File: config.mk
export PLATFORM = sky130hd
export DESIGN_NAME = i2b_core
export DESIGN_NICKNAME = d
export VERILOG_FILES = /design/src/logic/i2b_pkg.sv /design/src/logic/i2b_pin_if.sv /design/src/logic/i2b_core.sv /design/src/logic/i2b_pin_sync.sv
export VERILOG_INCLUDE_DIRS = /design/src /design/src/logic
export SDC_FILE = /design/constraint.sdc
export NUM_CORES = 1
export LEC_CHECK = 0
export ABC_AREA = 1
export BUFFER_PORTS_ARGS = -buffer_cell sky130_fd_sc_hd__buf_2
export CAP_MARGIN = 20
export CORE_MARGIN = 4
export CORE_UTILIZATION = 56
export CTS_CLUSTER_DIAMETER = 100
export DETAILED_ROUTE_END_ITERATION = 7
export MAX_ROUTING_LAYER = met4
export PLACE_DENSITY = 0.88
export SETUP_SLACK_MARGIN = 0.5
export SYNTH_ARGS = -nofsm -noshare
export SYNTH_HDL_FRONTEND = slang
export SYNTH_SLANG_ARGS = --single-unit
File: constraint.sdc
create_clock -name mclk -period 3.4 [get_ports mclk]
set_input_delay 0.17 -clock mclk [delete_from_list [all_inputs] [get_ports mclk]]
set_output_delay 0.17 -clock mclk [all_outputs]
set_load 0.01 [all_outputs]
File: src/logic/i2b_consts.svh
// Register indices, field positions, reset values and timing counts
`ifndef I2B_CONSTS_SVH
`define I2B_CONSTS_SVH

// Register indices; byte address is four times the index
`define I2B_IDX_CFG   8'hc8
`define I2B_IDX_CTL   8'hd8
`define I2B_IDX_DAT   8'hd9
`define I2B_IDX_LSB   2
`define I2B_IDX_MSB   9
`define I2B_ADDR_TOP  10

`define I2B_CFG_RST   8'h00
`define I2B_CFG_WMASK 8'hd3
`define I2B_BYTE_RST  8'h00

// Control register, read view
`define I2B_B_RECEIVE_BIT    7
`define I2B_B_ATN     6
`define I2B_B_DATA_READY_FLAG    5
`define I2B_B_ARL     4
`define I2B_B_STR     3
`define I2B_B_STP     2
`define I2B_B_MST     1
// Control register, write view
`define I2B_B_CXA     7
`define I2B_B_IDLE    6
`define I2B_B_CDR     5
`define I2B_B_CLEAR_ARB_LOST_CMD    4
`define I2B_B_CLEAR_START_FLAG_CMD    3
`define I2B_B_CLEAR_STOP_FLAG_CMD    2
`define I2B_B_SEND_REPEATED_START_CMD    1
`define I2B_B_SEND_STOP_CMD    0
// Data register
`define I2B_B_TRANSMIT_BIT    7
// Configuration register
`define I2B_B_SLVEN   7
`define I2B_B_MRQ     6
`define I2B_B_CT_HI   1
`define I2B_B_CT_LO   0

// Minimum SCL high/low time in mclk cycles per timing select code
`define I2B_MIN_CT0   8'h04
`define I2B_MIN_CT1   8'h08
`define I2B_MIN_CT2   8'h0c
`define I2B_MIN_CT3   8'h10
`define I2B_CNT_MAX   8'hff

`endif

File: src/logic/i2b_pkg.sv
// Types shared by the bit-level two-wire interface
package i2b_pkg;
    typedef logic [31:0] i2b_word_t;
    typedef logic [7:0]  i2b_byte_t;
    typedef enum logic [2:0] {
        M_OFF,
        M_START,
        M_LOW,
        M_HIGH,
        M_STOPD
    } i2b_mst_e;
endpackage : i2b_pkg

File: src/logic/i2b_pin_if.sv
// Synchronised bus levels and detected bus events
`timescale 1ns/1ps
interface i2b_pin_if;
    logic scl;
    logic sda;
    logic scl_rise;
    logic scl_fall;
    logic start_det;
    logic stop_det;
    modport src (output scl, sda, scl_rise, scl_fall, start_det, stop_det);
    modport dst (input  scl, sda, scl_rise, scl_fall, start_det, stop_det);
endinterface : i2b_pin_if

File: src/logic/i2b_core.sv
// Bit-level two-wire interface with AHB-Lite register access
//
// Summary of operation
// Clearing data-ready alone does not release SCL while other flags remain
// Arbitration loss needs transmit-active and clears transmit-active
// Lost when sent one or repeated start but SDA low at SCL rise
// Lost when sent one and another device made a start
// Master repeated start lost when SCL falls before SDA pulled low
// Master stop lost when SDA stays low after release
// Start-seen set for master or non-idle slave only
// Stop-seen set for master or non-idle slave only
// Master status set when master request is one and bus free
// Master status cleared by arbitration loss or completed stop
// Transmit-active set by data write, repeated-start or stop command
// Transmit-active cleared by data read or clear command
// Arbitration flagged only while transmit-active; SDA pulled low only while transmit-active or in a generated start
// Idle command ignores bus until next start; stop may grant mastership
// Data-ready cleared by command or data register access
// Clear commands clear flags; SCL held low while any flag set for master or non-idle slave, or while arbitration-lost set
// Repeated start releases SDA while low, pulls low after min high
// Initial start is automatic; software commands only while master
// Stop drives SDA low while low, releases after min high
// Software clears master request before sending the final stop
// Software checks data-ready first, then the other flags
// Attention reads one whenever any of the four flags is one
// Data-ready set at SCL rise for master or non-idle slave; receive bit captured at every SCL rise
// Transmit bit reaches SDA only while SCL is low
// Timing select sets min SCL high/low and start/stop timing
// Commands in one write act together; clear commands are pulses
`timescale 1ns/1ps
`include "i2b_consts.svh"
module i2b_core (
    input  wire logic              mclk,
    input  wire logic              arst_n,
    input  wire logic              ce,
    input  wire logic              hsel,
    input  wire i2b_pkg::i2b_word_t haddr,
    input  wire logic [1:0]        htrans,
    input  wire logic              hwrite,
    input  wire logic [2:0]        hsize,
    input  wire i2b_pkg::i2b_word_t hwdata,
    input  wire logic              hready,
    output i2b_pkg::i2b_word_t     hrdata,
    output logic                   hreadyout,
    output logic                   hresp,
    input  wire logic              scl_i,
    output logic                   scl_o,
    output logic                   scl_oe,
    input  wire logic              sda_i,
    output logic                   sda_o,
    output logic                   sda_oe
);
    import i2b_pkg::*;

    i2b_pin_if pin ();

    i2b_pin_sync u_sync (
        .mclk   (mclk),
        .arst_n (arst_n),
        .ce     (ce),
        .scl_i  (scl_i),
        .sda_i  (sda_i),
        .pin    (pin)
    );

    function automatic logic [7:0] min_cnt(input logic [1:0] ct);
        unique case (ct)
            2'h0:    min_cnt = `I2B_MIN_CT0;
            2'h1:    min_cnt = `I2B_MIN_CT1;
            2'h2:    min_cnt = `I2B_MIN_CT2;
            default: min_cnt = `I2B_MIN_CT3;
        endcase
    endfunction : min_cnt

    function automatic logic idx_is(input logic [7:0] idx,
                                    input logic [7:0] ref_idx);
        idx_is = (idx == ref_idx);
    endfunction : idx_is

    i2b_byte_t  cfg_r;
    i2b_word_t  hrdata_r;
    logic       wr_pend_r;
    logic [7:0] wr_idx_r;
    logic       xa_r;
    logic       xbit_r;
    logic       receive_bit_r;
    logic       data_ready_flag_r;
    logic       arl_r;
    logic       str_r;
    logic       stp_r;
    logic       master_r;
    logic       idle_r;
    logic       busy_r;
    logic       pend_rs_r;
    logic       pend_sp_r;
    logic       init_r;
    logic       stretch_r;
    logic       scl_oe_r;
    logic       sda_oe_r;
    logic       hrdy_r;
    logic [7:0] cnt_r;
    i2b_mst_e   mst_r;
    i2b_mst_e   mst_nxt;

    // Bus slave: zero wait states, writes land at the end of the data phase
    logic       take;
    logic       addr_ok;
    logic [7:0] idx;
    logic       rd_dat;
    logic [7:0] wb;
    logic       wr_cfg;
    logic       wr_ctl;
    logic       wr_dat;

    assign take    = hsel & htrans[1] & hready & ce;
    assign addr_ok = (haddr[31:`I2B_ADDR_TOP] == '0) &&
                     (haddr[`I2B_IDX_LSB-1:0] == '0);
    assign idx     = haddr[`I2B_IDX_MSB:`I2B_IDX_LSB];
    assign rd_dat  = take & ~hwrite & addr_ok & idx_is(idx, `I2B_IDX_DAT);
    assign wb      = hwdata[7:0];
    assign wr_cfg  = ce & wr_pend_r & idx_is(wr_idx_r, `I2B_IDX_CFG);
    assign wr_ctl  = ce & wr_pend_r & idx_is(wr_idx_r, `I2B_IDX_CTL);
    assign wr_dat  = ce & wr_pend_r & idx_is(wr_idx_r, `I2B_IDX_DAT);

    // One-shot commands, never stored
    logic c_cxa, c_idle, c_cdr, c_clear_arb_lost_cmd, c_clear_start_flag_cmd, c_clear_stop_flag_cmd, c_send_repeated_start_cmd, c_send_stop_cmd;
    assign c_cxa  = wr_ctl & wb[`I2B_B_CXA];
    assign c_idle = wr_ctl & wb[`I2B_B_IDLE];
    assign c_cdr  = wr_ctl & wb[`I2B_B_CDR];
    assign c_clear_arb_lost_cmd = wr_ctl & wb[`I2B_B_CLEAR_ARB_LOST_CMD];
    assign c_clear_start_flag_cmd = wr_ctl & wb[`I2B_B_CLEAR_START_FLAG_CMD];
    assign c_clear_stop_flag_cmd = wr_ctl & wb[`I2B_B_CLEAR_STOP_FLAG_CMD];
    assign c_send_repeated_start_cmd = wr_ctl & wb[`I2B_B_SEND_REPEATED_START_CMD];
    assign c_send_stop_cmd = wr_ctl & wb[`I2B_B_SEND_STOP_CMD];

    logic flags_any;
    logic act;
    logic own_start;
    logic cnt_done;
    logic gen;
    assign flags_any = data_ready_flag_r | arl_r | str_r | stp_r;
    assign act       = master_r | (cfg_r[`I2B_B_SLVEN] & ~idle_r);
    assign own_start = (mst_r == M_START);
    assign cnt_done  = cnt_r >= min_cnt(cfg_r[`I2B_B_CT_HI:`I2B_B_CT_LO]);
    assign gen       = (mst_r == M_START) | (mst_r == M_STOPD);

    // Arbitration loss, only ever while transmit-active
    logic arl_c1, arl_c2, arl_c3, arl_c4, arl_set;
    assign arl_c1  = pin.scl_rise & ~pin.sda & (xbit_r | pend_rs_r);
    assign arl_c2  = pin.start_det & xbit_r & ~own_start;
    assign arl_c3  = master_r & pend_rs_r & (mst_r == M_HIGH) &
                     pin.scl_fall;
    assign arl_c4  = (mst_r == M_STOPD) & cnt_done & ~pin.sda;
    assign arl_set = xa_r & (arl_c1 | arl_c2 | arl_c3 | arl_c4);

    logic go_master;
    assign go_master = (mst_r == M_OFF) & ~master_r &
                       cfg_r[`I2B_B_MRQ] & ~busy_r;

    always_ff @(posedge mclk or negedge arst_n) begin
        if (!arst_n) begin
            wr_pend_r <= 1'b0;
            wr_idx_r  <= `I2B_BYTE_RST;
        end else if (ce && hready) begin
            wr_pend_r <= hsel & htrans[1] & hwrite & addr_ok;
            wr_idx_r  <= idx;
        end
    end

    // Read data is prepared at the address phase edge
    always_ff @(posedge mclk or negedge arst_n) begin
        if (!arst_n) begin
            hrdata_r <= '0;
        end else if (take) begin
            hrdata_r <= '0;
            if (!hwrite && addr_ok) begin
                if (idx_is(idx, `I2B_IDX_CFG)) begin
                    hrdata_r[7:0] <= cfg_r;
                end else if (idx_is(idx, `I2B_IDX_CTL)) begin
                    hrdata_r[`I2B_B_RECEIVE_BIT] <= receive_bit_r;
                    hrdata_r[`I2B_B_ATN]  <= flags_any;
                    hrdata_r[`I2B_B_DATA_READY_FLAG] <= data_ready_flag_r;
                    hrdata_r[`I2B_B_ARL]  <= arl_r;
                    hrdata_r[`I2B_B_STR]  <= str_r;
                    hrdata_r[`I2B_B_STP]  <= stp_r;
                    hrdata_r[`I2B_B_MST]  <= master_r;
                end else if (idx_is(idx, `I2B_IDX_DAT)) begin
                    hrdata_r[`I2B_B_RECEIVE_BIT] <= receive_bit_r;
                end
            end
        end
    end

    always_ff @(posedge mclk or negedge arst_n) begin
        if (!arst_n) begin
            cfg_r <= `I2B_CFG_RST;
        end else if (wr_cfg) begin
            cfg_r <= wb & `I2B_CFG_WMASK;
        end
    end

    // Transmit-active and the bit to transmit
    always_ff @(posedge mclk or negedge arst_n) begin
        if (!arst_n) begin
            xa_r   <= 1'b0;
            xbit_r <= 1'b1;
        end else if (ce) begin
            if (arl_set) begin
                xa_r <= 1'b0;
            end else if (wr_dat | c_send_repeated_start_cmd | c_send_stop_cmd) begin
                xa_r <= 1'b1;
            end else if (rd_dat | c_cxa) begin
                xa_r <= 1'b0;
            end
            if (wr_dat) begin
                xbit_r <= wb[`I2B_B_TRANSMIT_BIT];
            end else if (c_send_repeated_start_cmd) begin
                xbit_r <= 1'b1;
            end else if (c_send_stop_cmd) begin
                xbit_r <= 1'b0;
            end
        end
    end

    // Status flags: a hardware set wins over a software clear
    always_ff @(posedge mclk or negedge arst_n) begin
        if (!arst_n) begin
            data_ready_flag_r <= 1'b0;
            arl_r  <= 1'b0;
            str_r  <= 1'b0;
            stp_r  <= 1'b0;
            receive_bit_r <= 1'b0;
        end else if (ce) begin
            if ((act & pin.scl_rise) |
                (init_r & (mst_r == M_START) & cnt_done)) begin
                data_ready_flag_r <= 1'b1;
            end else if (c_cdr | rd_dat | wr_dat) begin
                data_ready_flag_r <= 1'b0;
            end
            if (pin.scl_rise) begin
                receive_bit_r <= pin.sda;
            end
            if (arl_set) begin
                arl_r <= 1'b1;
            end else if (c_clear_arb_lost_cmd) begin
                arl_r <= 1'b0;
            end
            if (pin.start_det & ~own_start & act) begin
                str_r <= 1'b1;
            end else if (c_clear_start_flag_cmd) begin
                str_r <= 1'b0;
            end
            if (pin.stop_det & act) begin
                stp_r <= 1'b1;
            end else if (c_clear_stop_flag_cmd) begin
                stp_r <= 1'b0;
            end
        end
    end

    // Bus ownership and slave idling
    always_ff @(posedge mclk or negedge arst_n) begin
        if (!arst_n) begin
            busy_r   <= 1'b0;
            idle_r   <= 1'b0;
            master_r <= 1'b0;
            init_r   <= 1'b0;
        end else if (ce) begin
            if (pin.start_det) begin
                busy_r <= 1'b1;
            end else if (pin.stop_det) begin
                busy_r <= 1'b0;
            end
            if (pin.start_det) begin
                idle_r <= 1'b0;
            end else if (c_idle) begin
                idle_r <= 1'b1;
            end
            if (arl_set | ((mst_r == M_STOPD) & cnt_done)) begin
                master_r <= 1'b0;
            end else if (go_master) begin
                master_r <= 1'b1;
            end
            if (go_master) begin
                init_r <= 1'b1;
            end else if (mst_r != M_START) begin
                init_r <= 1'b0;
            end
        end
    end

    // Repeated start and stop wait for the next SCL high phase
    always_ff @(posedge mclk or negedge arst_n) begin
        if (!arst_n) begin
            pend_rs_r <= 1'b0;
            pend_sp_r <= 1'b0;
        end else if (ce) begin
            if (arl_set | (mst_nxt == M_START)) begin
                pend_rs_r <= 1'b0;
            end else if (c_send_repeated_start_cmd & master_r) begin
                pend_rs_r <= 1'b1;
            end
            if (arl_set | (mst_nxt == M_STOPD)) begin
                pend_sp_r <= 1'b0;
            end else if (c_send_stop_cmd & master_r) begin
                pend_sp_r <= 1'b1;
            end
        end
    end

    // Master clock generator
    always_comb begin
        mst_nxt = mst_r;
        unique case (mst_r)
            M_OFF: begin
                if (go_master) begin
                    mst_nxt = M_START;
                end
            end
            M_START: begin
                if (!master_r) begin
                    mst_nxt = M_OFF;
                end else if (cnt_done) begin
                    mst_nxt = M_LOW;
                end
            end
            M_LOW: begin
                if (!master_r) begin
                    mst_nxt = M_OFF;
                end else if (cnt_done && !flags_any) begin
                    mst_nxt = M_HIGH;
                end
            end
            M_HIGH: begin
                if (!master_r || arl_set) begin
                    mst_nxt = M_OFF;
                end else if (pin.scl && cnt_done) begin
                    if (pend_rs_r) begin
                        mst_nxt = M_START;
                    end else if (pend_sp_r) begin
                        mst_nxt = M_STOPD;
                    end else begin
                        mst_nxt = M_LOW;
                    end
                end
            end
            M_STOPD: begin
                if (cnt_done) begin
                    mst_nxt = M_OFF;
                end
            end
        endcase
    end

    always_ff @(posedge mclk or negedge arst_n) begin
        if (!arst_n) begin
            mst_r <= M_OFF;
        end else if (ce) begin
            mst_r <= mst_nxt;
        end
    end

    // Counts from each SCL edge or state change, so a stretched clock
    // from another party restarts the minimum time
    always_ff @(posedge mclk or negedge arst_n) begin
        if (!arst_n) begin
            cnt_r <= '0;
        end else if (ce) begin
            if (pin.scl_rise | pin.scl_fall | (mst_nxt != mst_r)) begin
                cnt_r <= '0;
            end else if (cnt_r != `I2B_CNT_MAX) begin
                cnt_r <= cnt_r + 8'h01;
            end
        end
    end

    // Line drivers
    always_ff @(posedge mclk or negedge arst_n) begin
        if (!arst_n) begin
            stretch_r <= 1'b0;
            scl_oe_r  <= 1'b0;
            sda_oe_r  <= 1'b0;
            hrdy_r    <= 1'b0;
        end else if (ce) begin
            hrdy_r    <= 1'b1;
            stretch_r <= flags_any & (act | arl_r) &
                         (~pin.scl | stretch_r);
            scl_oe_r  <= (mst_nxt == M_LOW) | (mst_nxt == M_START &&
                         mst_r == M_LOW) | stretch_r;
            if (mst_r == M_START) begin
                sda_oe_r <= 1'b1;
            end else if (mst_r == M_STOPD) begin
                sda_oe_r <= 1'b0;
            end else if (!xa_r) begin
                sda_oe_r <= 1'b0;
            end else if (!pin.scl) begin
                sda_oe_r <= ~xbit_r;
            end
        end
    end

    assign hrdata    = hrdata_r;
    assign hreadyout = hrdy_r;
    assign hresp     = 1'b0;
    assign scl_o     = 1'b0;
    assign sda_o     = 1'b0;
    assign scl_oe    = scl_oe_r;
    assign sda_oe    = sda_oe_r;
endmodule : i2b_core

File: src/logic/i2b_pin_sync.sv
// Three-stage synchroniser and edge/start/stop detector for SCL and SDA
`timescale 1ns/1ps
module i2b_pin_sync (
    input  wire logic mclk,
    input  wire logic arst_n,
    input  wire logic ce,
    input  wire logic scl_i,
    input  wire logic sda_i,
    i2b_pin_if.src    pin
);
    logic [2:0] scl_f;
    logic [2:0] sda_f;
    logic       scl_s_r;
    logic       sda_s_r;
    logic       scl_nxt;
    logic       sda_nxt;
    logic       rise_r;
    logic       fall_r;
    logic       start_r;
    logic       stop_r;

    always_ff @(posedge mclk or negedge arst_n) begin
        if (!arst_n) begin
            scl_f <= 3'h7;
            sda_f <= 3'h7;
        end else if (ce) begin
            scl_f <= {scl_f[1:0], scl_i};
            sda_f <= {sda_f[1:0], sda_i};
        end
    end

    // A level counts only once stages two and three agree
    always_comb begin
        scl_nxt = (scl_f[1] == scl_f[2]) ? scl_f[2] : scl_s_r;
        sda_nxt = (sda_f[1] == sda_f[2]) ? sda_f[2] : sda_s_r;
    end

    always_ff @(posedge mclk or negedge arst_n) begin
        if (!arst_n) begin
            scl_s_r <= 1'b1;
            sda_s_r <= 1'b1;
            rise_r  <= 1'b0;
            fall_r  <= 1'b0;
            start_r <= 1'b0;
            stop_r  <= 1'b0;
        end else if (ce) begin
            scl_s_r <= scl_nxt;
            sda_s_r <= sda_nxt;
            rise_r  <= scl_nxt & ~scl_s_r;
            fall_r  <= ~scl_nxt & scl_s_r;
            start_r <= ~sda_nxt & sda_s_r & scl_nxt & scl_s_r;
            stop_r  <= sda_nxt & ~sda_s_r & scl_nxt & scl_s_r;
        end
    end

    assign pin.scl       = scl_s_r;
    assign pin.sda       = sda_s_r;
    assign pin.scl_rise  = rise_r;
    assign pin.scl_fall  = fall_r;
    assign pin.start_det = start_r;
    assign pin.stop_det  = stop_r;
endmodule : i2b_pin_sync

==> results.md, run 1 <==
- The worst register-to-register path ends at cnt_r[5].
- At the pin with the least slew margin, the transition time is 0.984 ns.
- In this run the critical register-to-register path is launched from cfg_r[0].
- The synthesized design devotes to its leading area cell type 36.1% of total area.
- Dividing the final minimum period by the clock period gives 77.0%.
- Compared with the post-synthesis result, the final layout area differs by 14.2%.
- The netlist uses 48 different library cells.
- Across every metal layer, demand over resource in global routing totals 24.6%.
- Routability-driven placement finished with a final weighted congestion of 0.967.
- sky130_fd_sc_hd__dfrtp_1 takes more of the synthesized area than any other cell.
- The height of the chip is 89.0 um.
- The hold buffer count at CTS is 0.
- The via count normalized by instance count is 5.39.
- The count of pins over their slew limit is 0.
- The synthesized design contains 0 enable-type register cells.
- On the final layout, the worst hold slack is -0.0000991 ns.
- Of the total synthesized cell area, the portion taken by XOR and XNOR cells is 1.43%.
- Counting flops and latches in the post-synthesis netlist gives 62.
- The most critical setup path has its endpoint at cnt_r[5].
- The classification of the worst setup path is reg -> reg.
- The number of antenna violations at the first check in global routing is 0.
- The total area inside the core boundary comes to 6350 um2.
- The arrival time at the worst endpoint is 2.84 ns.
- The final wirelength is 8.62 mm.
- Pin placement for this block handled 115 I/O pins.
- The largest buffer count on any clock path is 2.
- The clock tree from TritonCTS is done.
- In this design, the stage delay of the slowest critical-path cell is 0.40 ns.
- The wire length of the first global-routing pass is 14.7 mm.
- Counting cells, the worst reg-to-reg path comes to 20.
- Once placement finished, the instance area stood at 3950 um2.
- The number of failing hold endpoints at the final stage is 1.
- The tree is rooted in a sky130_fd_sc_hd__clkbuf_8.
- The analysis attributes to cell leakage a power of 2.26 nW.
- STA classifies the critical path startpoint as a register.
- The sum of net half-perimeters after detailed placement is 6.47 mm.
- At the end of the flow, the number of nets in the layout was 613.
- The effective utilization at floorplan is 57.9%.
- The share of synthesized flip-flops with an asynchronous set or reset is 100%.
- The total standard cell area after synthesis is 3680 um2.
- The worst setup skew after layout is 0.00781 ns.
- The run finished, with violations left.
- Cells with a size suffix above 1 make up 21.6% of the layout.
- The tree built by TritonCTS fans out to 62 sinks.
- The number of antenna-violating nets in the routed design is 0.
- The final critical-path required period is 2.62 ns.
- Setup repair after global routing left no endpoint under its margin.
- The number of DRC markers after the initial detailed-route iteration is 221.
- The checks that failed: hold timing.
- The worst path required time is 3.62 ns.
- In the synthesized netlist, mux cells make up 0% of the area.
- The internal reg-to-reg setup slack is 0.78 ns.
- During placement, the flow inserted port buffers numbering 59.
- The worst setup path is captured at a register.
- The power per standard cell area is 512 nW/um2.
- The cell at the slowest stage of the critical path is sky130_fd_sc_hd__dfrtp_1.
- The detailed-route wire length per cell is 14.1 um.
- 0 antenna diodes ended up in the layout.
- The final setup violation count is 0.
- Yosys attributes the largest share of cell area to sky130_fd_sc_hd__dfrtp_1 (36%), sky130_fd_sc_hd__nand2_1 (11%), sky130_fd_sc_hd__dfstp_2 (6.4%), sky130_fd_sc_hd__inv_1 (5.9%), sky130_fd_sc_hd__buf_4 (5.5%).
- Entering global routing, the biggest net connects 45 pins.
- The later pin in the worst-skew pair is clocked with a latency of 0.33 ns.
- The signal on the critical path passes through inv_1 > ha_1 > nor2_1 > nor2_1 > ha_1 > nand2_1 > nor2_1 > nand3_1 > nand3_4 > nand3_2 > nand2_2 > nand2_4 > nand3_2 > nand3_1 > nand2_2 > inv_2 > nand4_2 > nand2_2 > nand2_1 > nand2_1.
- After detailed routing, the number of remaining DRC violations is 0.
- Timing would allow up to 382 MHz.
- The chip width is 89.0 um.
- The post-synthesis instance total is 462.
- After Yosys synthesis, full adders, half adders and majority gates account for 2.72% of the synthesized area.
- The final design instance area without fill is 4200 um2.
- The main combinational cell family by area after synthesis is simple AND/OR/NAND/NOR gates.
- The area enclosed by the die boundary is 7920 um2.
- The iteration count of the initial detailed-routing pass is 5.
- The sequential-to-total area share from yosys stat is 42.5%.
- Among all flip-flop cells after synthesis, the most frequent one is sky130_fd_sc_hd__dfrtp_1.
- The max-capacitance violation count is 0.
- Along the worst path, the maximum fanout reaches 8.
- The fraction of the mapped netlist area in compound gates is 11.2%.
- The class of the most critical hold timing path is in -> async.
- The number of global-route vias before repair is 3201.
- The clock transition time at the flip-flop clock pins of the worst setup and hold paths is 0.06 ns.
- During synthesis, Yosys emitted a total of 0 warnings.
- Buffers inserted during clock tree synthesis total 9.
- The synthesized netlist devotes 29.0% of its cell area to simple gates.
- The final route contains 3285 vias.
- The synthesized area divided by synthesized cell count is 7.96 um2.
- Summed over all failing endpoints, the final setup total negative slack is 0 ns.
- The critical path starts at cfg_r[0].
- The floorplan has 29 rows.
- Across the VDD grid, the largest voltage drop is 0.401 mV.
- The tightest slew margin relative to the limit is 34.4%.
- The number of levels in the clock H-tree is 3.
- The aggregate global routing overflow is 0.
power by group:
| part | total (W) | switching (W) | internal [W] |
|---|---|---|---|
| Sequential | 0.000915 | 0.0000838 | 0.000832 |
| Clock | 0.000705 | 0.000274 | 0.000431 |
| Combinational | 0.000527 | 0.000348 | 0.000179 |
stage by stage:
stage | power, W | std cells | utilization [%] | setup slack [ns] | hold slack (ns)
after floorplan | 0.00130 | 488 | - | 1.16 | -0.126
after global placement | 0.00141 | 592 | 62.2 | 0.851 | 0.351
after detailed placement | 0.00143 | 592 | 62.2 | 0.766 | 0.372
after CTS | 0.00213 | 608 | 65.6 | 0.745 | 0.0145
after global routing | 0.00228 | 610 | 66.1 | 0.515 | 0.0328
final | 0.00215 | 610 | 66.1 | 0.783 | -0.0000991
cell usage in the layout (no fill, tap or decap), types with 3 or more instances in the layout:
| cell type | n |
|---|---|
| sky130_fd_sc_hd__inv_1 | 58 |
| sky130_fd_sc_hd__conb_1 | 27 |
| sky130_fd_sc_hd__buf_2 | 59 |
| sky130_fd_sc_hd__nand3_4 | 3 |
| sky130_fd_sc_hd__a22o_1 | 3 |
| sky130_fd_sc_hd__inv_2 | 6 |
| sky130_fd_sc_hd__buf_4 | 4 |
| sky130_fd_sc_hd__clkbuf_8 | 10 |
| sky130_fd_sc_hd__nor2_1 | 33 |
| sky130_fd_sc_hd__nand3_1 | 21 |
| sky130_fd_sc_hd__nand2_1 | 107 |
| sky130_fd_sc_hd__nand3_2 | 3 |
| sky130_fd_sc_hd__dfstp_2 | 9 |
| sky130_fd_sc_hd__ha_1 | 8 |
| sky130_fd_sc_hd__xor2_1 | 5 |
| sky130_fd_sc_hd__a31oi_1 | 4 |
| sky130_fd_sc_hd__a32o_1 | 6 |
| sky130_fd_sc_hd__nor4_1 | 6 |
| sky130_fd_sc_hd__nand2_2 | 6 |
| sky130_fd_sc_hd__o211ai_1 | 4 |
| sky130_fd_sc_hd__o21ai_0 | 29 |
| sky130_fd_sc_hd__a21oi_1 | 8 |
| sky130_fd_sc_hd__dfrtp_1 | 53 |
| sky130_fd_sc_hd__nand4_1 | 14 |
| sky130_fd_sc_hd__nor3_1 | 8 |
| sky130_fd_sc_hd__nand2_4 | 4 |
final cells by class:
type / instances / area [um2]
Clock buffer: 12 / 145
Clock inverter: 4 / 70.1
Fill cell: 520 / 2150
Inverter: 66 / 248
Multi-Input combinational cell: 326 / 1750
Sequential cell: 62 / 1560
Tap cell: 77 / 96.3
Timing Repair Buffer: 63 / 325
metal layers:
layer,GRT usage [%],part of all wire (%),vias to the layer above
li1,-,-,1592
met1,30.2,42,1593
met2,40.4,52,86
met3,5.81,5.0,14
met4,7.71,1.1,0
met5,-,0,-
kinds of logic after synthesis:
group                    after synthesis
AND/OR/NAND/NOR                      219
buffers and inverters                100
AO/OA/AOI/OAI                         66
flip-flops                            62
adder cells (fa/ha/maj)                8
XOR/XNOR                               6
other                                  1
cell usage after synthesis (6+ instances only):
cell type and n:
sky130_fd_sc_hd__a21oi_1 8, sky130_fd_sc_hd__a32o_1 6, sky130_fd_sc_hd__buf_4 27, sky130_fd_sc_hd__dfrtp_1 53, sky130_fd_sc_hd__dfstp_2 9, sky130_fd_sc_hd__ha_1 8
sky130_fd_sc_hd__inv_1 58, sky130_fd_sc_hd__inv_2 6, sky130_fd_sc_hd__nand2_1 107, sky130_fd_sc_hd__nand2_2 7, sky130_fd_sc_hd__nand3_1 22, sky130_fd_sc_hd__nand4_1 14
sky130_fd_sc_hd__nor2_1 33, sky130_fd_sc_hd__nor3_1 8, sky130_fd_sc_hd__nor4_1 6, sky130_fd_sc_hd__o21ai_0 29
critical path, delay by kind of cell, from the launching register on:
kind / cells / cell delay (ns)
flops: 1 / 0.40
simple gates: 16 / 1.49
fa+ha+maj: 2 / 0.48
buf+inv: 2 / 0.13
timing repair:
item                       4_1_cts  5_1_grt
setup buffers                    0        2
resized for setup                0        3
setup endpoints to repair        0        7
worst min-delay path by stage:
stage / startpoint / end / slack, ns / cells after the start
2_1_floorplan: arst_n / arl_r / -0.13 / 0
3_3_place_gp: arst_n / wr_idx_r[6] / 0.35 / 1
3_5_place_dp: arst_n / wr_idx_r[7] / 0.37 / 1
4_1_cts: arst_n / wr_pend_r / 0.01 / 1
5_1_grt: scl_i / u_sync.scl_f[0] / 0.03 / 3
6_report: arst_n / wr_idx_r[7] / -0.0001 / 1
flip-flops by register name (all words and copies together), names as in the netlist, 3 cells and up:
| register | flops |
|---|---|
| hrdata | 8 |
| cfg_r | 5 |
| u_sync.sda_f | 3 |
| wr_idx_r | 8 |
| mst_r | 3 |
| u_sync.scl_f | 3 |
| cnt_r | 8 |
Power figures use the tool's default switching activity.
==> run 2: changes to the inputs <==
CORE_UTILIZATION = 52   (was 56)
PLACE_DENSITY = 0.83   (was 0.88)
clock period = 2.7 ns   (was 3.4 ns; I/O delays follow)
==> results.md, run 2 (synthesized netlist as in run 1, its figures left out) <==
- The wire length of the first global-routing pass is 14.9 mm (was 14.7 mm).
- The overall power of the completed layout is 0.00281 W (was 0.00215 W).
- The area of the core is 6830 um2 (was 6350 um2).
- The aggregate global routing overflow is 0 (unchanged).
- The number of placed instances with taps included was 614 (was 592).
- The detailed-route wire length per cell was 13.8 um (was 14.1 um).
- The critical-path maximum fanout is 8 (unchanged).
- The area enclosed by the die boundary is 8480 um2 (was 7920 um2).
- The worst flop-to-flop path startpoint was cfg_r[1] (was cfg_r[0]).
- The final wirelength is 8.89 mm (was 8.62 mm).
- The max-capacitance violation count is 0 (unchanged).
- The worst setup skew after layout was 0.00870 ns (was 0.00781 ns).
- The highest achievable clock rate came to 402 MHz (was 382 MHz).
- Highest-count cells in the layout ignoring fill and taps: sky130_fd_sc_hd__nand2_1 (103), sky130_fd_sc_hd__buf_2 (59), sky130_fd_sc_hd__inv_1 (52), sky130_fd_sc_hd__dfrtp_1 (52) (was sky130_fd_sc_hd__nand2_1 (107), sky130_fd_sc_hd__buf_2 (59), sky130_fd_sc_hd__inv_1 (58), sky130_fd_sc_hd__dfrtp_1 (53), sky130_fd_sc_hd__nor2_1 (33)).
- The tightest slew margin relative to the limit is 62.9% (was 34.4%).
- The endpoint of the most critical register-to-register path is cnt_r[3] (was cnt_r[5]).
- The launch point of the worst path is cfg_r[1] (was cfg_r[0]).
- The class of the most critical hold timing path is in -> reg (was in -> async).
- The final weighted congestion of routability-driven global placement is 0.887 (was 0.967).
- The final antenna diode count came to 0 (unchanged).
- The number of global-route vias before repair came to 3286 (was 3201).
- The most common cell after layout, fill and taps aside is sky130_fd_sc_hd__nand2_1 (unchanged).
- The overall global routing resource usage is 22.3% (was 24.6%).
- The critical path launch point type is a register (unchanged).
- The reported leakage power came to 2.36 nW (was 2.26 nW).
- The total DRC errors in the routed layout was 0 (unchanged).
- The effective utilization at floorplan is 53.8% (was 57.9%).
- The final clock period utilization by the worst path came to 92.2% (was 77.0%).
- The classification of the worst setup path was reg -> reg (unchanged).
- The number of nets at the end of the flow was 628 (was 613).
- The number of antenna-violating nets in the routed design is 0 (unchanged).
- The sum of net half-perimeters after detailed placement is 6.50 mm (was 6.47 mm).
- Run status: complete, no violations (was finished, violations left).
- Setup repair after global routing missed its margin: true (was false).
- The number of levels in the clock H-tree is 3 (unchanged).
- The clock latency reported for the late side of the worst-skew pair came to 0.34 ns (was 0.33 ns).
- The power per standard cell area came to 617 nW/um2 (was 512 nW/um2).
- The summed negative setup slack over all endpoints came to 0 ns (unchanged).
- The internal reg-to-reg setup slack is 0.21 ns (was 0.78 ns).
- The arrival time at the worst endpoint was 2.76 ns (was 2.84 ns).
- The number of rows created at floorplan is 30 (was 29).
- The number of antenna violations at the first check in global routing came to 0 (unchanged).
- The number of DRC markers after the initial detailed-route iteration was 292 (was 221).
- The share of cells above drive strength 1 is 29.4% (was 21.6%).
- The height of the chip was 92.1 um (was 89.0 um).
- The pin count of the biggest net entering global routing was 42 (was 45).
- The final setup violation count is 0 (unchanged).
- The kind of end point of the critical path is a register (unchanged).
- The count of pins over their slew limit is 0 (unchanged).
- The worst path required time came to 2.97 ns (was 3.62 ns).
- The cell count of the worst reg-to-reg path came to 20 (unchanged).
- The cell at the root of the clock tree is sky130_fd_sc_hd__clkbuf_8 (unchanged).
- The clock sink count was 62 (unchanged).
- The utilization of the core after routing is 66.7% (was 66.1%).
- The final instance count without filler cells is 644 (was 610).
- The number of clock buffers inserted by TritonCTS is 9 (unchanged).
- The clock transition time at the flip-flop clock pins of the worst setup and hold paths is 0.08 ns (was 0.06 ns).
- The worst supply voltage drop on vdd came to 0.407 mV (was 0.401 mV).
- The count of port buffers added during placement is 59 (unchanged).
- The capturing instance or port of the critical path is cnt_r[3] (was cnt_r[5]).
- The number of filler cells placed in the layout is 571 (was 520).
- The chip width is 92.1 um (was 89.0 um).
- The via count was 3324 (was 3285).
- The clock tree from TritonCTS is done (unchanged).
- The worst-case hold slack was 0.00927 ns (was -0.0000991 ns).
- The largest buffer count on any clock path is 2 (unchanged).
- The number of failing hold endpoints at the final stage is 0 (was 1).
- The layout overhead on the synthesized area is 23.9% (was 14.2%).
- The worst-margin pin slew is 0.555 ns (was 0.984 ns).
- The iteration count of the initial detailed-routing pass is 5 (unchanged).
- The number of top-level pins was 115 (unchanged).
- The via count normalized by instance count is 5.16 (was 5.39).
- The final critical-path required period is 2.49 ns (was 2.62 ns).
## run 2: cell count changes in the layout (fill, tap and decap cells not counted), sizes merged
cell,before,now
clkinv,4,5
dlygate4sd3,0,3
clkbuf,12,10
clkinvlp,0,1
buf,63,75
## run 2: stage by stage
step | cell area (um2) | setup slack [ns]
floorplan | 3790 | 0.485
global placement | 4010 | 0.273
detailed placement | 4010 | 0.134
CTS | 4440 | 0.232
global route | 4560 | 0.0553
finish | 4560 | 0.210
## run 2: timing repair
item	CTS	global route
pin swaps	11	4
hold buffers	3	0
buffers inserted	6	5
resized for setup	33	20
endpoints found under the setup margin	16	17
endpoints found under the hold margin	19	0
## run 2: worst min-delay path by stage
stage / from / to / slack (ns) / cells after the start
6_report: haddr[3] / wr_idx_r[1] / 0.009 / 3
4_1_cts: haddr[4] / wr_idx_r[2] / 0.0002 / 3
3_5_place_dp: arst_n / hreadyout / 0.13 / 1
5_1_grt: haddr[3] / wr_idx_r[1] / 0.006 / 3
2_1_floorplan: arst_n / arl_r / -0.16 / 0
3_3_place_gp: arst_n / hreadyout / 0.12 / 1
## run 2: power breakdown
part / internal, W / total [W] / switching [W] / leakage [nW]
Combinational: 0.000277 / 0.000769 / 0.000492 / 1.47
Clock: 0.000518 / 0.000883 / 0.000364 / 0.106
Sequential: 0.00105 / 0.00116 / 0.000113 / 0.785
Total: 0.00184 / 0.00281 / 0.000969 / 2.36
## run 2: routing by layer
layer / share of wire, % / vias up / GRT usage, %
met3: 5.6 / 17 / 3.53
met1: 42 / 1557 / 28.1
li1: - / 1628 / -
met4: 1.6 / 0 / 7.05
met5: 0 / - / -
met2: 51 / 122 / 37.0
## run 2: worst max-delay path, stage by stage, from the launching register on
cell                       delay [ns]
sky130_fd_sc_hd__dfrtp_2         0.42
sky130_fd_sc_hd__inv_2           0.07
sky130_fd_sc_hd__ha_4            0.27
sky130_fd_sc_hd__inv_4           0.04
sky130_fd_sc_hd__ha_4            0.25
sky130_fd_sc_hd__inv_2           0.03
sky130_fd_sc_hd__o21bai_1        0.11
sky130_fd_sc_hd__nand2_1         0.11
sky130_fd_sc_hd__nand3_4         0.16
sky130_fd_sc_hd__nand3_2         0.08
sky130_fd_sc_hd__nand2_2         0.08
sky130_fd_sc_hd__nand2_4         0.08
sky130_fd_sc_hd__nand3_2         0.10
sky130_fd_sc_hd__nand2_2         0.07
sky130_fd_sc_hd__inv_2           0.07
sky130_fd_sc_hd__nand2_4         0.07
sky130_fd_sc_hd__inv_2           0.07
sky130_fd_sc_hd__nand4_4         0.08
sky130_fd_sc_hd__nand2_4         0.14
sky130_fd_sc_hd__nand2_1         0.07
sky130_fd_sc_hd__nand2_1         0.06
## run 2: cell type report
class                           instances  area [um2]  area share, %
Timing Repair Buffer                   78         453           9.94
Inverter                               66         251           5.52
Clock inverter                          6        86.3           1.90
Multi-Input combinational cell        326        1950           42.9
Clock buffer                           10         128           2.80
Tap cell                               96         120           2.64
Sequential cell                        62        1560           34.3
==> run 3: changes to the inputs <==
RECOVER_POWER = 25   (was not set)
REMOVE_ABC_BUFFERS = 1   (was not set)
==> results.md, run 3 (synthesized netlist as in run 1, its figures left out) <==
- Run status: complete, no violations (unchanged).
- The aggregate global routing overflow is 0 (unchanged).
- The number of antenna violations at the first check in global routing came to 0 (unchanged).
- The final critical-path required period is 2.57 ns (was 2.49 ns).
- The internal power contribution is 0.00174 W (was 0.00184 W).
- Setup repair after global routing missed its margin: true (unchanged).
- The share of cells above drive strength 1 was 28.5% (was 29.4%).
- The max-capacitance violation count came to 0 (unchanged).
- The number of global-route vias before repair was 3328 (was 3286).
- The final design instance area without fill was 4560 um2 (about the same).
- The clock sink count was 62 (unchanged).
- The highest achievable clock rate is 390 MHz (was 402 MHz).
- The overall global routing resource usage is 23.4% (was 22.3%).
- The number of levels in the clock H-tree is 3 (unchanged).
- The wire length of the first global-routing pass is 15.3 mm (was 14.9 mm).
- The count of port buffers added during placement came to 59 (unchanged).
- The via count came to 3379 (was 3324).
- The chip width is 92.1 um (unchanged).
- The worst setup skew after layout is 0.00882 ns (was 0.00870 ns).
- The number of failing hold endpoints at the final stage came to 0 (unchanged).
- The via count normalized by instance count was 5.22 (was 5.16).
- The proportion of power drawn by combinational gates was 28.4% (was 27.3%).
- The largest buffer count on any clock path is 2 (unchanged).
- The worst supply voltage drop on vdd came to 0.425 mV (was 0.407 mV).
- The class of the most critical hold timing path is in -> reg (unchanged).
- The final setup violation count is 0 (unchanged).
- The clock tree from TritonCTS is done (unchanged).
- The arrival time at the worst endpoint is 2.86 ns (was 2.76 ns).
- Highest-count cells in the layout ignoring fill and taps: sky130_fd_sc_hd__nand2_1 (106), sky130_fd_sc_hd__buf_2 (58), sky130_fd_sc_hd__inv_1 (52), sky130_fd_sc_hd__dfrtp_1 (52), sky130_fd_sc_hd__nor2_1 (28) (was sky130_fd_sc_hd__nand2_1 (103), sky130_fd_sc_hd__buf_2 (59), sky130_fd_sc_hd__inv_1 (52), sky130_fd_sc_hd__dfrtp_1 (52)).
- The busiest metal layer after global routing is met2 (unchanged).
- The portion of total power attributed to sequential cells is 42.4% (was 41.3%).
- The number of rows created at floorplan is 30 (unchanged).
- The critical-path maximum fanout is 8 (unchanged).
- The summed negative setup slack over all endpoints is 0 ns (unchanged).
- The pin count of the biggest net entering global routing is 49 (was 42).
- The cell at the root of the clock tree is sky130_fd_sc_hd__clkbuf_8 (unchanged).
- The clock latency reported for the late side of the worst-skew pair is 0.35 ns (was 0.34 ns).
- The number of nets at the end of the flow is 631 (was 628).
- The iteration count of the initial detailed-routing pass is 5 (unchanged).
- The reported leakage power is 2.36 nW (about the same).
- The fraction of power spent switching nets is 36.5% (was 34.5%).
- The worst path required time is 2.99 ns (was 2.97 ns).
- The count of pins over their slew limit came to 0 (unchanged).
- The final weighted congestion of routability-driven global placement is 0.901 (was 0.887).
- The utilization of the core after routing was 66.8% (was 66.7%).
- The sum of net half-perimeters after detailed placement is 6.68 mm (was 6.50 mm).
- The clock transition time at the flip-flop clock pins of the worst setup and hold paths was 0.08 ns (about the same).
- The met1 layer usage reported by global route was 28.7% (was 28.1%).
- The worst-margin pin slew was 0.996 ns (was 0.555 ns).
- The layout overhead on the synthesized area is 24.1% (was 23.9%).
- The detailed-route wire length per cell is 14.6 um (was 13.8 um).
- The number of clock buffers inserted by TritonCTS is 9 (unchanged).
- The tightest slew margin relative to the limit is 33.6% (was 62.9%).
- The final wirelength was 9.45 mm (was 8.89 mm).
- The area of the core was 6830 um2 (unchanged).
- The height of the chip is 92.1 um (unchanged).
- The area enclosed by the die boundary was 8480 um2 (unchanged).
- The final antenna diode count came to 0 (unchanged).
- The most common cell after layout, fill and taps aside is sky130_fd_sc_hd__nand2_1 (unchanged).
- The met2 track utilization from global routing is 38.5% (was 37.0%).
- The critical path launch point type was a register (unchanged).
- The final clock period utilization by the worst path is 95.0% (was 92.2%).
- The classification of the worst setup path was reg -> reg (unchanged).
- The clock network fraction of total power came to 29.2% (was 31.4%).
- The effective utilization at floorplan came to 53.8% (unchanged).
- The met3 routing resource usage after global routing is 4.84% (was 3.53%).
- The power per standard cell area was 602 nW/um2 (was 617 nW/um2).
- The placed instance area is 4000 um2 (was 4010 um2).
- The number of antenna-violating nets in the routed design is 0 (unchanged).
- The total DRC errors in the routed layout is 0 (unchanged).
- The net load switching power is 0.00100 W (was 0.000969 W).
- The number of top-level pins is 115 (unchanged).
- The number of DRC markers after the initial detailed-route iteration is 208 (was 292).
- The kind of end point of the critical path is a register (unchanged).
-- run 3: cell types whose count changed in the layout (fill, tap and decap cells not counted), moves of 2 or more --
cell                            previous run  this run
sky130_fd_sc_hd__buf_4                    14        12
sky130_fd_sc_hd__nor2_2                    4         2
sky130_fd_sc_hd__nand2_2                   6         3
sky130_fd_sc_hd__clkinv_2                  3         5
sky130_fd_sc_hd__nand2_1                 103       106
sky130_fd_sc_hd__dlygate4sd3_1             3         6
-- run 3: metal layers --
metal	vias up	share of wire, %
li1	1635	-
met1	1621	42
met2	105	52
met3	18	4.6
met4	0	1.9
met5	-	0
-- run 3: cell type report --
cell class              count  area, um2
clock inverters             7       65.1
clock buffers               9        124
flip-flops and latches     62       1560
repair buffers             81        483
inverters                  66        249
multi-input cells         326       1960
fillers                   570       2270
well taps                  96        120
-- run 3: final timing paths --
| kind | start | endpoint | slack (ns) | cells after the start |
|---|---|---|---|---|
| setup / recovery | cfg_r[1] | cnt_r[5] | 0.13 | 20 |
| hold / removal | haddr[4] | wr_idx_r[2] | 0.03 | 3 |
| setup reg to reg | cfg_r[1] | cnt_r[5] | 0.13 | 20 |
| hold reg to reg | hreadyout | hreadyout | 0.46 | 1 |
| max in group asynchronous | arst_n | cnt_r[4] | 1.05 | 4 |
| min in group asynchronous | arst_n | cfg_r[0] | 0.24 | 2 |
-- run 3: power groups by stage --
stage / Clock, W / Combinational [W] / Sequential, W
2_1_floorplan: 0 / 0.000461 / 0.00114
3_3_place_gp: 0 / 0.000622 / 0.00116
3_5_place_dp: 0 / 0.000649 / 0.00116
4_1_cts: 0.000814 / 0.000752 / 0.00115
5_1_grt: 0.000858 / 0.000862 / 0.00118
6_report: 0.000803 / 0.000780 / 0.00116
-- run 3: what timing repair did --
item	in CTS	in global routing
gates resized for setup	27	26
pin swaps	11	20
gates cloned	0	0
buffers inserted	6	4
hold endpoints to repair	5	37
setup endpoints to repair	15	17
hold buffers	5	1
-- run 3: critical path, stage by stage (launching register included) --
cell and delay, ns:
sky130_fd_sc_hd__dfrtp_2 0.45, sky130_fd_sc_hd__inv_2 0.10, sky130_fd_sc_hd__ha_4 0.15, sky130_fd_sc_hd__nor2_4 0.04, sky130_fd_sc_hd__nor2_4 0.12, sky130_fd_sc_hd__ha_4 0.20
sky130_fd_sc_hd__nand2_1 0.06, sky130_fd_sc_hd__nor2_1 0.04, sky130_fd_sc_hd__nand3_1 0.11, sky130_fd_sc_hd__nand3_4 0.15, sky130_fd_sc_hd__nand3_2 0.09, sky130_fd_sc_hd__nand2_2 0.07
sky130_fd_sc_hd__nand2_4 0.11, sky130_fd_sc_hd__nand3_4 0.11, sky130_fd_sc_hd__nand2_4 0.12, sky130_fd_sc_hd__nand2_4 0.05, sky130_fd_sc_hd__nand2_4 0.10, sky130_fd_sc_hd__nand2_4 0.07
sky130_fd_sc_hd__nor2_8 0.16, sky130_fd_sc_hd__nand4_1 0.12, sky130_fd_sc_hd__nand2_1 0.08
-- run 3: per-stage QoR --
| step | cells | worst slack [ns] | power [W] | hold WS, ns |
|---|---|---|---|---|
| finish | 647 | 0.134 | 0.00275 | 0.0267 |
| global route | 647 | -0.0287 | 0.00290 | 0.0179 |
| CTS | 641 | 0.253 | 0.00272 | 0.00983 |
| detailed placement | 614 | 0.143 | 0.00181 | 0.342 |
| global placement | 614 | 0.214 | 0.00178 | 0.340 |
| floorplan | 454 | 0.455 | 0.00160 | -0.161 |
